$ cat src/tsi_pkg.sv
// shared constants for the trajectory-start / interrupt-clear command port
package tsi_pkg;
   localparam logic [7:0] TSI_CMD_START     = 8'h01;
   localparam logic [7:0] TSI_CMD_IRQ_CLR   = 8'h1D;
   localparam logic [7:0] TSI_CMD_TRJ_LOAD  = 8'h1F;
   localparam logic [7:0] TSI_TCW_REL_POS   = 8'h2B;
   localparam logic [7:0] TSI_IRQ_ALL_CLR   = 8'h00;
   localparam int         TSI_BIT_BUSY      = 0;
   localparam int         TSI_BIT_IRQ_LO    = 1;
   localparam int         TSI_BIT_IRQ_HI    = 6;
   localparam int         TSI_BIT_TRJ_DONE  = 2;
   localparam int         TSI_BIT_HOST_IRQ  = 15;
   localparam int         TSI_BUSY_CYC      = 4;
   localparam int         TSI_MOVE_CYC      = 16;
   localparam int         TSI_LOAD_WORDS    = 7;
   localparam int         TSI_CLK_HZ        = 10000000;
   localparam int         TSI_DELAY_MS      = 5;
   localparam int         TSI_DELAY_CYC     = TSI_DELAY_MS * (TSI_CLK_HZ / 1000);
   // controller register offsets
   localparam logic [1:0] TSI_REG_CTRL      = 2'h0;
   localparam logic [1:0] TSI_REG_STAT      = 2'h1;
   localparam logic [1:0] TSI_REG_COUNT     = 2'h2;
   localparam int         TSI_CTRL_GO       = 0;
   localparam int         TSI_CTRL_STOP     = 1;
endpackage : tsi_pkg

$ cat src/tsi_port_if.sv
// parallel host port shared by controller and device
interface tsi_port_if;
   logic       cs_n;         // chip select
   logic       port_select_n;// low: command/status, high: data
   logic       rd_n;         // read strobe
   logic       wr_n;         // write strobe
   logic [7:0] host_d_out;   // host data drive
   logic       host_d_oe;    // host drives bus
   logic [7:0] dev_d_out;    // device data drive
   logic       dev_d_oe;     // device drives bus
   logic       host_irq;     // device interrupt to host
   wire  [7:0] d = host_d_oe ? host_d_out : (dev_d_oe ? dev_d_out : 8'hFF);
   modport dev  (input cs_n, port_select_n, rd_n, wr_n, host_d_out, host_d_oe,
                 output dev_d_out, dev_d_oe, host_irq);
   modport host (output cs_n, port_select_n, rd_n, wr_n, host_d_out, host_d_oe,
                 input dev_d_out, dev_d_oe, host_irq);
endinterface : tsi_port_if
$ cat src/tsi_host.sv
// host end: step-generation loop driven by software registers
module tsi_host #(
   parameter int DELAY_CYC = tsi_pkg::TSI_DELAY_CYC // wait between moves
) (
   input  wire logic        clk,     // 10 MHz clock
   input  wire logic        rst,     // async reset, active high
   tsi_port_if.host         port,    // device parallel port
   input  wire logic [1:0]  addr,    // register address
   input  wire logic [7:0]  wdata,   // write data
   input  wire logic        wr,      // write strobe
   input  wire logic        rd,      // read strobe
   output logic      [7:0]  rdata    // read data, cycle after rd
);
   import tsi_pkg::*;
   typedef enum logic [2:0] {
      TSI_H_IDLE = 3'b000, TSI_H_START = 3'b001, TSI_H_POLL = 3'b010,
      TSI_H_CLR = 3'b011, TSI_H_HB = 3'b100, TSI_H_LB = 3'b101, TSI_H_WAIT = 3'b110,
      TSI_H_LOAD = 3'b111
   } tsi_hst_t;

   tsi_hst_t    st_r, st_nxt;
   logic [1:0]  ph_r;
   logic        run_r;
   logic [7:0]  count_r;
   logic [31:0] dly_r;
   logic [7:0]  last_stat_r;
   logic [7:0]  rdata_r;
   logic        cs_n_r, ps_n_r, rd_n_r, wr_n_r, oe_r;
   logic [7:0]  dout_r;
   logic [3:0]  ld_idx_r;
   logic        ld_done_r;

   wire go_wr   = wr && (addr == TSI_REG_CTRL) && wdata[TSI_CTRL_GO];
   wire stop_wr = wr && (addr == TSI_REG_CTRL) && wdata[TSI_CTRL_STOP];
   wire [7:0] sbyte = port.dev_d_out;
   wire is_write = (st_r == TSI_H_START) || (st_r == TSI_H_CLR) || (st_r == TSI_H_HB) || (st_r == TSI_H_LB) ||
                   (st_r == TSI_H_LOAD);
   // load byte 0 is the command, then word pairs; the control word's lower byte is byte 2
   wire ld_last  = (ld_idx_r == 4'(2 * TSI_LOAD_WORDS));
   wire ps_data  = (st_r == TSI_H_HB) || (st_r == TSI_H_LB) || ((st_r == TSI_H_LOAD) && (ld_idx_r != 4'h0));
   wire [7:0] ld_byte = (ld_idx_r == 4'h0) ? TSI_CMD_TRJ_LOAD :
                        (ld_idx_r == 4'h2) ? TSI_TCW_REL_POS : 8'h00;
   wire [7:0] wbyte = (st_r == TSI_H_START) ? TSI_CMD_START :
                      (st_r == TSI_H_LOAD)  ? ld_byte :
                      (st_r == TSI_H_CLR)   ? TSI_CMD_IRQ_CLR : TSI_IRQ_ALL_CLR;
   wire [7:0] reg_rd = (addr == TSI_REG_STAT)  ? last_stat_r :
                       (addr == TSI_REG_COUNT) ? count_r : {7'h00, run_r};

   // each write step: phase0 poll busy, phase1 sample, phase2 strobe write, phase3 release
   always_comb begin
      st_nxt = st_r;
      unique case (st_r)
         TSI_H_IDLE:  if (run_r) st_nxt = ld_done_r ? TSI_H_START : TSI_H_LOAD;
         TSI_H_LOAD:  if (ph_r == 2'h3 && ld_last) st_nxt = TSI_H_START;
         TSI_H_START: if (ph_r == 2'h3) st_nxt = TSI_H_POLL;
         TSI_H_POLL:  if (ph_r == 2'h1 && sbyte[TSI_BIT_TRJ_DONE]) st_nxt = TSI_H_CLR;
         TSI_H_CLR:   if (ph_r == 2'h3) st_nxt = TSI_H_HB;
         TSI_H_HB:    if (ph_r == 2'h3) st_nxt = TSI_H_LB;
         TSI_H_LB:    if (ph_r == 2'h3) st_nxt = TSI_H_WAIT;
         TSI_H_WAIT:  if (dly_r == 32'h0) st_nxt = run_r ? TSI_H_START : TSI_H_IDLE;
      endcase
   end

   always_ff @(posedge clk or posedge rst) begin
      if (rst) begin
         st_r <= TSI_H_IDLE;
         ph_r <= 2'h0;
         dly_r <= 32'h0;
         ld_idx_r <= 4'h0;
         ld_done_r <= 1'b0;
      end else begin
         st_r <= st_nxt;
         if (st_r == TSI_H_LOAD && ph_r == 2'h3) begin
            ld_idx_r <= ld_idx_r + 4'h1;
            ld_done_r <= ld_last;
         end
         if (st_nxt != st_r) begin
            ph_r <= 2'h0;
         end else if (is_write && ph_r == 2'h1 && sbyte[TSI_BIT_BUSY]) begin
            ph_r <= 2'h0;
         end else if (st_r == TSI_H_POLL && ph_r == 2'h1) begin
            ph_r <= 2'h0;
         end else begin
            ph_r <= ph_r + 2'h1;
         end
         if (st_r == TSI_H_LB && st_nxt == TSI_H_WAIT) begin
            dly_r <= 32'(DELAY_CYC);
         end else if (dly_r != 32'h0) begin
            dly_r <= dly_r - 32'h1;
         end
      end
   end

   always_ff @(posedge clk or posedge rst) begin
      if (rst) begin
         cs_n_r <= 1'b1; ps_n_r <= 1'b0; rd_n_r <= 1'b1; wr_n_r <= 1'b1;
         oe_r <= 1'b0; dout_r <= 8'h00; last_stat_r <= 8'h00;
      end else begin
         cs_n_r <= !(st_r != TSI_H_IDLE && st_r != TSI_H_WAIT);
         ps_n_r <= ps_data && ph_r[1];
         // one-cycle reads let the device refresh its frozen byte between polls
         rd_n_r <= !(st_r != TSI_H_IDLE && st_r != TSI_H_WAIT && ph_r == 2'h0);
         wr_n_r <= !(is_write && ph_r == 2'h2);
         oe_r   <= is_write && ph_r[1];
         dout_r <= wbyte;
         if (ph_r == 2'h1 && !rd_n_r) last_stat_r <= sbyte;
      end
   end

   always_ff @(posedge clk or posedge rst) begin
      if (rst) begin
         run_r <= 1'b0; count_r <= 8'h00; rdata_r <= 8'h00;
      end else begin
         run_r <= go_wr ? 1'b1 : (stop_wr ? 1'b0 : run_r);
         if (st_r == TSI_H_LB && st_nxt == TSI_H_WAIT) count_r <= count_r + 8'h01;
         rdata_r <= rd ? reg_rd : 8'h00;
      end
   end

   assign port.cs_n          = cs_n_r;
   assign port.port_select_n = ps_n_r;
   assign port.rd_n          = rd_n_r;
   assign port.wr_n          = wr_n_r;
   assign port.host_d_out    = dout_r;
   assign port.host_d_oe     = oe_r;
   assign rdata              = rdata_r;
endmodule : tsi_host

$ cat src/flat_wrapper.sv
// flat-port wrapper written by rule: the top's interface ports become plain ports
module tsi_host_flat import tsi_pkg::*;
#(
   parameter int DELAY_CYC = tsi_pkg::TSI_DELAY_CYC                      
)
  (clk, rst, addr, wdata, wr, rd, rdata, port_cs_n, port_port_select_n, port_rd_n, port_wr_n, port_host_d_out, port_host_d_oe, port_dev_d_out, port_dev_d_oe, port_host_irq);
  tsi_port_if port_i ();
  input  wire logic clk;
  input  wire logic rst;
  input  wire logic [1:0] addr;
  input  wire logic [7:0] wdata;
  input  wire logic wr;
  input  wire logic rd;
  output logic      [7:0] rdata;
  output wire logic [$bits(port_i.cs_n)-1:0] port_cs_n;
  output wire logic [$bits(port_i.port_select_n)-1:0] port_port_select_n;
  output wire logic [$bits(port_i.rd_n)-1:0] port_rd_n;
  output wire logic [$bits(port_i.wr_n)-1:0] port_wr_n;
  output wire logic [$bits(port_i.host_d_out)-1:0] port_host_d_out;
  output wire logic [$bits(port_i.host_d_oe)-1:0] port_host_d_oe;
  input wire logic [$bits(port_i.dev_d_out)-1:0] port_dev_d_out;
  input wire logic [$bits(port_i.dev_d_oe)-1:0] port_dev_d_oe;
  input wire logic [$bits(port_i.host_irq)-1:0] port_host_irq;
  assign port_cs_n = port_i.cs_n;
  assign port_port_select_n = port_i.port_select_n;
  assign port_rd_n = port_i.rd_n;
  assign port_wr_n = port_i.wr_n;
  assign port_host_d_out = port_i.host_d_out;
  assign port_host_d_oe = port_i.host_d_oe;
  assign port_i.dev_d_out = port_dev_d_out;
  assign port_i.dev_d_oe = port_dev_d_oe;
  assign port_i.host_irq = port_host_irq;
  tsi_host #(.DELAY_CYC(DELAY_CYC)) u_core (.clk(clk), .rst(rst), .port(port_i), .addr(addr), .wdata(wdata), .wr(wr), .rd(rd), .rdata(rdata));
endmodule
$ cat config.mk
export PLATFORM = sky130hd
export DESIGN_NAME = tsi_host_flat
export DESIGN_NICKNAME = d
export VERILOG_FILES = /design/src/tsi_pkg.sv /design/src/tsi_port_if.sv /design/src/tsi_host.sv /design/src/flat_wrapper.sv
export SDC_FILE = /design/constraint.sdc
export NUM_CORES = 1
export LEC_CHECK = 0
export BUFFER_PORTS_ARGS = -buffer_cell sky130_fd_sc_hd__buf_2
export CAP_MARGIN = 40
export CORE_ASPECT_RATIO = 0.75
export CORE_UTILIZATION = 45
export DETAILED_ROUTE_END_ITERATION = 10
export GPL_ROUTABILITY_DRIVEN = 0
export HOLD_SLACK_MARGIN = 0.03
export MAX_ROUTING_LAYER = met4
export PLACE_DENSITY = 0.7
export SLEW_MARGIN = 25
export SYNTH_ARGS = -nofsm -noshare
export SYNTH_HDL_FRONTEND = slang
export SYNTH_SLANG_ARGS = --single-unit
$ cat constraint.sdc
create_clock -name clk -period 7.78 [get_ports clk]
set_input_delay 1.556 -clock clk [delete_from_list [all_inputs] [get_ports clk]]
set_output_delay 1.556 -clock clk [all_outputs]
set_load 0.01 [all_outputs]
==> results of run 1 <==
==> state kept, by name (all words and copies together), names as in the netlist, 2 cells and up <==
register                count
u_core.st_r                 3
u_core.ld_idx_r             4
u_core.dly_r               32
u_core.ph_r                 2
u_core.rdata                8
u_core.last_stat_r          8
u_core.port.host_d_out      5
u_core.count_r              8
==> worst max-delay path, cell delays in order, from the launching register on <==
cell,delay [ns]
dfrtp_1,0.43
or4_4,0.59
nor4b_4,0.71
and3_1,0.71
or4_1,0.22
nand3_1,0.08
==> logic make-up (layout without fill, tap and decap cells) <==
| kind of cell | after synthesis | after routing | synth area share, % |
|---|---|---|---|
| buffers and inverters | 33 | 65 | 3.93 |
| muxes | 10 | 10 | 2.86 |
| other | 1 | 2 | 0.0973 |
| and+or+nand+nor | 160 | 160 | 23.3 |
| DFF | 77 | 77 | 50.1 |
| adders and majority gates | 5 | 5 | 1.62 |
| AOI/OAI and AO/OA | 77 | 77 | 12.7 |
| xor gates and xnor gates | 24 | 24 | 5.45 |
==> how the worst max path moves through the flow <==
stage | start | end | slack [ns] | cells past startpoint
2_1_floorplan | rst | u_core.count_r[0]$_DFFE_PP0P_ | 4.26 | 1
4_1_cts | u_core.dly_r[8]$_DFFE_PP0P_ | u_core.dly_r[9]$_DFFE_PP0P_ | 4.89 | 5
5_1_grt | u_core.dly_r[13]$_DFFE_PP0P_ | u_core.dly_r[9]$_DFFE_PP0P_ | 4.70 | 5
3_3_place_gp | u_core.dly_r[8]$_DFFE_PP0P_ | u_core.dly_r[9]$_DFFE_PP0P_ | 4.99 | 5
6_report | u_core.dly_r[8]$_DFFE_PP0P_ | u_core.dly_r[9]$_DFFE_PP0P_ | 4.88 | 5
3_5_place_dp | u_core.dly_r[13]$_DFFE_PP0P_ | u_core.dly_r[15]$_DFFE_PP0P_ | 4.93 | 5
==> cell usage after synthesis (all sizes together), types with 8 or more instances <==
cell	n	area share [%]
dfrtp	74	48
nor2	30	3.1
nand2	29	2.8
a21oi	23	3.0
o21ai	19	2.5
nor3	16	2.1
clkbuf	13	1.3
nand4	13	2.1
xnor2	13	3.0
inv	12	1.2
or3	12	1.9
nor2b	11	1.8
xor2	11	2.5
and3	9	1.5
nand3	9	1.3
or4	9	2.0
buf	8	1.5
mux2	8	2.3
==> cell type report <==
class | count | area (um^2)
Clock inverter | 6 | 87.6
Tap cell | 105 | 131
Multi-Input combinational cell | 278 | 1790
Inverter | 12 | 45.0
Timing Repair Buffer | 37 | 205
Sequential cell | 77 | 1930
Fill cell | 703 | 3680
Clock buffer | 10 | 229
==> power by group through the flow <==
stage	Combinational [W]	Sequential [W]	Clock, W
2_1_floorplan	0.000436	0.000653	0
3_3_place_gp	0.000513	0.000693	0
3_5_place_dp	0.000532	0.000702	0
4_1_cts	0.000539	0.000697	0.000449
5_1_grt	0.000613	0.000727	0.000462
6_report	0.000537	0.000703	0.000440
==> per-stage QoR <==
stage	setup WS, ns	util (%)	instances
floorplan	4.26	-	388
global placement	4.99	50.3	508
detailed placement	4.93	50.6	509
CTS	4.89	54.6	525
global route	4.70	54.6	525
finish	4.88	54.6	525
==> per-layer routing <==
metal,up-vias,global-route usage (%)
met3,10,4.24
li1,1453,-
met5,-,-
met2,80,30.6
met1,1490,28.6
met4,0,6.89
==> results.yml, run 1 <==
status:
  outcome: "completed"
floorplan:
  die-area_mm2: 0.00894
  rows: 28
  dieHeight_um: 82.2
  core_area_mm2: 0.00809
  start_util_pct: 47.6
  fp.dieW_um: 109
  ioPinCount: 45
worst_setup_path:
  rr_endpoint: "u_core.dly_r[9]$_DFFE_PP0P_"
  r2r-start: "u_core.dly_r[8]$_DFFE_PP0P_"
  ff2ff_path_depth: 5
  reg2reg_slack_ns: 4.88
  arrival_ns: 3.07
  endpoint_kind: "flip-flop"
  critPathLaunchType: "flip-flop"
  crit_path_max_fanout: 19
  required_ns: 7.96
  critPathKind: "reg -> reg"
layout:
  fin_nets: 444
  final_common_cell: "dfrtp_1"
  final_area_mm2: 0.00442
  area_growth_pct: 14.5
  layout_common_cells: "dfrtp_1, buf_2, nand2_1"
  antenna_cells: 0
  drive_gt1_share_pct: 17.9
synth:
  synth_edf_count: 0
  synth_cell_types: 56
  synth.ff_latch_count: 77
  synth-async-reset-ratio_pct: 100
  synth_flop_cell: "dfrtp_1"
  syn_inst: 387
  yosys_warnings: 0
  synth.avg_cell_area_um2: 9.96
  ys_seq_area_share_pct: 50.1
  syn_area_mm2: 0.00385
detailed_routing:
  dr.pass1.iters: 4
  drt_iter0_markers: 188
  wl_per_cell_um: 15.6
  dr_wl_met2_mm: 3.67
  vias_per_cell: 5.78
  routed_wirelength_mm: 8.21
  wl_met3_um: 327
  antenna_left: 0
  top_layer: "met4"
  num_vias: 3033
  met1Wirelength_mm: 4.12
  drc_errors: 0
placement:
  hpwl_mm: 5.49
  portBuffers: 34
  place_area_mm2: 0.00410
pwr:
  p_seq_share_pct: 41.8
  p_leak_nw: 1.94
  total_power_w: 0.00168
  cellPowerDensity_mw_per_mm2: 380
  p_int_w: 0.00105
  vdd_ir_drop_max_uv: 208
  switchingPower_w: 0.000624
  power_frac_comb_pct: 32.0
  clock_power_share_pct: 26.2
  swShare_pct: 37.2
cts:
  cts_resized: 0
  clock_latency_ns: 0.33
  cts_tree: "done"
  cts_hold_buffers: 0
  cts.clk_slew.worst_paths_ns: 0.06
  post_cts_buffers: 0
  cts.sink_count: 77
  cts_root_buffer: "clkbuf_16"
  cts-buffers-inserted: 9
  cts_max_level: 3
  clock_path_buffers: 2
timing:
  finalCritPeriodShare_pct: 37.2
  rsz0062_at_grt: "false"
  hold_violations: 0
  tightestPinTransition_ns: 0.758
  slew-limit-headroom_pct: 49.2
  finalCriticalPeriod_ns: 2.90
  final.setup.tns_ns: 0
  max_freq_ghz: 0.345
  slew_viol_final: 0
  timing.hold.ws_ns: 0.486
  setup_viol: 0
  skew_ns: 0.00801
global_route:
  grtUsageTotal_pct: 20.8
  grt_pass1_wl_mm: 13.9
  antenna_found_initial: 0
  gr-total-overflow: 0
  grt_pass1_vias: 2914
  grt_start_max_net_pins: 44
flow_run:
  maxCapViolCount: 0
hold_path:
  hp-class: "reg -> reg"
  holdPathEnd: "u_core.count_r[7]$_DFFE_PP0P_"
  min-delay-start: "u_core.count_r[7]$_DFFE_PP0P_"
  worstHoldPathCells: 1
Power figures use the tool's default switching activity.
==> run 2: changes to the inputs <==
--- a/config.mk
+++ b/config.mk
@@ -5,6 +5,7 @@
 export SDC_FILE = /design/constraint.sdc
 export NUM_CORES = 1
 export LEC_CHECK = 0
+export ABC_AREA = 1
 export BUFFER_PORTS_ARGS = -buffer_cell sky130_fd_sc_hd__buf_2
 export CAP_MARGIN = 40
 export CORE_ASPECT_RATIO = 0.75
@@ -13,7 +14,7 @@
 export GPL_ROUTABILITY_DRIVEN = 0
 export HOLD_SLACK_MARGIN = 0.03
 export MAX_ROUTING_LAYER = met4
-export PLACE_DENSITY = 0.7
+export PLACE_DENSITY = 0.72
 export SLEW_MARGIN = 25
 export SYNTH_ARGS = -nofsm -noshare
 export SYNTH_HDL_FRONTEND = slang
==> constraint.sdc (replaced) <==
create_clock -name clk -period 2.47 [get_ports clk]
set_input_delay 0.494 -clock clk [delete_from_list [all_inputs] [get_ports clk]]
set_output_delay 0.494 -clock clk [all_outputs]
set_load 0.01 [all_outputs]
==> run 2 against run 1 <==
Effect of this change: routed wire length grew 2.8%; highest routed layer unchanged; clock-buffer cell count grew 1; worst hold slack lost 0.24 ns; area after synthesis grew 3.5%.
==> results.yml, run 2 <==
synth:
  yosys_warnings: 0
  syn_inst: 463
  synth_edf_count: 0
  synth.avg_cell_area_um2: 8.62
  syn_area_mm2: 0.00399
  synth_most_common_cell: "nor2_1"
  ys_seq_area_share_pct: 48.4
  netlist.area_leader.share_pct: 46.4
  synth_area_leaders: "dfrtp_1, nor2_1, nand2_1, xor2_1, nand3_1"
  synth_flop_cell: "dfrtp_1"
  yosys-top-cells-count: "nor2_1, nand2_1, dfrtp_1, nand3_1, inv_1"
  synth.ff_latch_count: 77
  post-synth-top-area-cell: "dfrtp_1"
  synth-async-reset-ratio_pct: 100
  synth_cell_types: 42
worst_setup_path:
  critPathKind: "reg -> reg"
  critPathLaunch: "u_core.dly_r[0]$_DFFE_PP0P_"
  arrival_ns: 2.46
  critPathLaunchType: "flip-flop"
  crit_path_max_fanout: 14
  endpoint_kind: "flip-flop"
  required_ns: 2.70
  r2r-start: "u_core.dly_r[0]$_DFFE_PP0P_"
detailed_routing:
  dr.pass1.iters: 5
  drc_errors: 0
  num_vias: 3244
  drt_iter0_markers: 193
  wl_per_cell_um: 13.8
  antenna_left: 0
  routed_wirelength_mm: 8.43
  vias_per_cell: 5.29
timing:
  tightestPinTransition_ns: 0.639
  slew_viol_final: 0
  max_freq_ghz: 0.450
  setup_viol: 0
  slew-limit-headroom_pct: 57.3
  fin_ws_ns: 0.247
  final.setup.tns_ns: 0
  hold_violations: 0
  finalCritPeriodShare_pct: 90.0
  rsz0062_at_grt: "false"
  skew_ns: 0.00406
  finalCriticalPeriod_ns: 2.22
layout:
  largest-register: "u_core.dly_r"
  layout_common_cells: "nor2_1, nand2_1, dfrtp_1"
  nFillCells: 750
  final_common_cell: "nor2_1"
  fin_nets: 529
  largest_register_ffs: 32
  antenna_cells: 0
  area_growth_pct: 14.6
  drive_gt1_share_pct: 18.6
floorplan:
  fp.dieW_um: 111
  ioPinCount: 45
  core_area_mm2: 0.00853
  start_util_pct: 46.8
  die-area_mm2: 0.00925
  rows: 29
  dieHeight_um: 83.6
global_route:
  grt_start_max_net_pins: 50
  grt_pass1_vias: 3014
  grt.busiest_layer: "met2"
  grtUsageTotal_pct: 20.0
  grt_pass1_wl_mm: 14.3
  met2_usage_pct: 28.2
  antenna_found_initial: 0
  use_met1_pct: 27.7
  met3_usage_pct: 5.45
  gr-total-overflow: 0
hold_path:
  hp-class: "in -> async"
placement:
  preCtsSetupSlack_ns: 0.310
  portBuffers: 34
  hpwl_mm: 6.16
cts:
  cts_max_level: 3
  cts-buffers-inserted: 9
  cts_root_buffer: "clkbuf_16"
  cts.clk_slew.worst_paths_ns: 0.06
  cts_hold_buffers: 0
  cts.sink_count: 77
  post_cts_buffers: 0
  clock_latency_ns: 0.33
  cts_tree: "done"
  cts_resized: 0
  clock_path_buffers: 2
flow_run:
  maxCapViolCount: 0
status:
  outcome: "completed"
pwr:
  vdd_ir_drop_max_uv: 779
  p_leak_nw: 2.15
  cellPowerDensity_mw_per_mm2: 1170
## run 2: changes by cell type after synthesis, sizes merged, moves of 7 or more
cell / previous run / this run
nor2: 30 / 93
nand2: 29 / 81
nand3: 9 / 39
inv: 12 / 40
xor2: 11 / 28
clkbuf: 13 / 1
or3: 12 / 0
nor2b: 11 / 0
and3: 9 / 0
or4: 9 / 0
xnor2: 13 / 4
o21ai: 19 / 11
a22oi: 7 / 0
## run 2: worst max-delay path, stage by stage (launching register included)
cell and delay (ns):
dfrtp_1 0.40, inv_1 0.16, ha_1 0.35, nand2_2 0.16
nor2_2 0.16, nand4_1 0.25, nor2_4 0.32, buf_12 0.18
nand2_1 0.06, o31ai_1 0.07
## run 2: logic make-up (layout without fill, tap and decap cells)
group,Yosys count,after routing,synth area share (%)
DFF,77,77,48.4
buffers and inverters,54,95,6.24
other,1,2,0.0940
muxes,7,7,1.94
AOI/OAI and AO/OA,41,41,6.33
xor gates and xnor gates,32,32,7.02
and+or+nand+nor,246,246,28.4
adders and majority gates,5,5,1.57
## run 2: layer usage
layer	wire (um)	share of wire, %	vias to the layer above
met5	0	0	-
met4	122	1.4	0
met3	563	6.7	10
met2	3660	43	94
met1	4090	48	1562
li1	-	-	1578
## run 2: power breakdown
| group | total, W | internal, W | switching [W] | leakage (nW) |
|---|---|---|---|---|
| sequential | 0.00211 | 0.00170 | 0.000413 | 0.985 |
| clock | 0.00134 | 0.000836 | 0.000506 | 0.148 |
| combinational | 0.00191 | 0.000714 | 0.00120 | 1.02 |
| total | 0.00536 | 0.00325 | 0.00212 | 2.15 |
## run 2: final cells by class
| type | instances | area [um^2] | share of cell area (%) |
|---|---|---|---|
| inverter | 41 | 156 | 3.42 |
| tap | 108 | 135 | 2.95 |
| clock buffer | 11 | 253 | 5.53 |
| clock inverter | 5 | 58.8 | 1.29 |
| multi-input combinational | 333 | 1820 | 39.7 |
| sequential | 77 | 1930 | 42.2 |
| timing repair buffer | 38 | 225 | 4.92 |
## run 2: final timing paths
path	end	slack, ns	cells after the start
max in group asynchronous	u_core.port.rd_n$_DFF_PP1_	1.52	3
worst max register to register	u_core.dly_r[1]$_DFFE_PP0P_	0.25	9
worst min-delay path	u_core.run_r$_DFFE_PP0P_	0.24	2
min in group clk	u_core.last_stat_r[4]$_DFFE_PP0P_	0.39	2
worst max-delay path	u_core.dly_r[1]$_DFFE_PP0P_	0.25	9
worst min register to register	u_core.count_r[7]$_DFFE_PP0P_	0.49	1
## run 2: stage by stage
step	area (um^2)	util, %	power (W)	hold slack (ns)	instances
2_1_floorplan	4000	-	0.00355	0.442	464
3_3_place_gp	4260	50.0	0.00395	0.460	597
3_5_place_dp	4260	50.0	0.00400	0.462	597
4_1_cts	4570	53.6	0.00538	0.252	613
5_1_grt	4570	53.6	0.00575	0.290	613
6_report	4570	53.6	0.00536	0.245	613
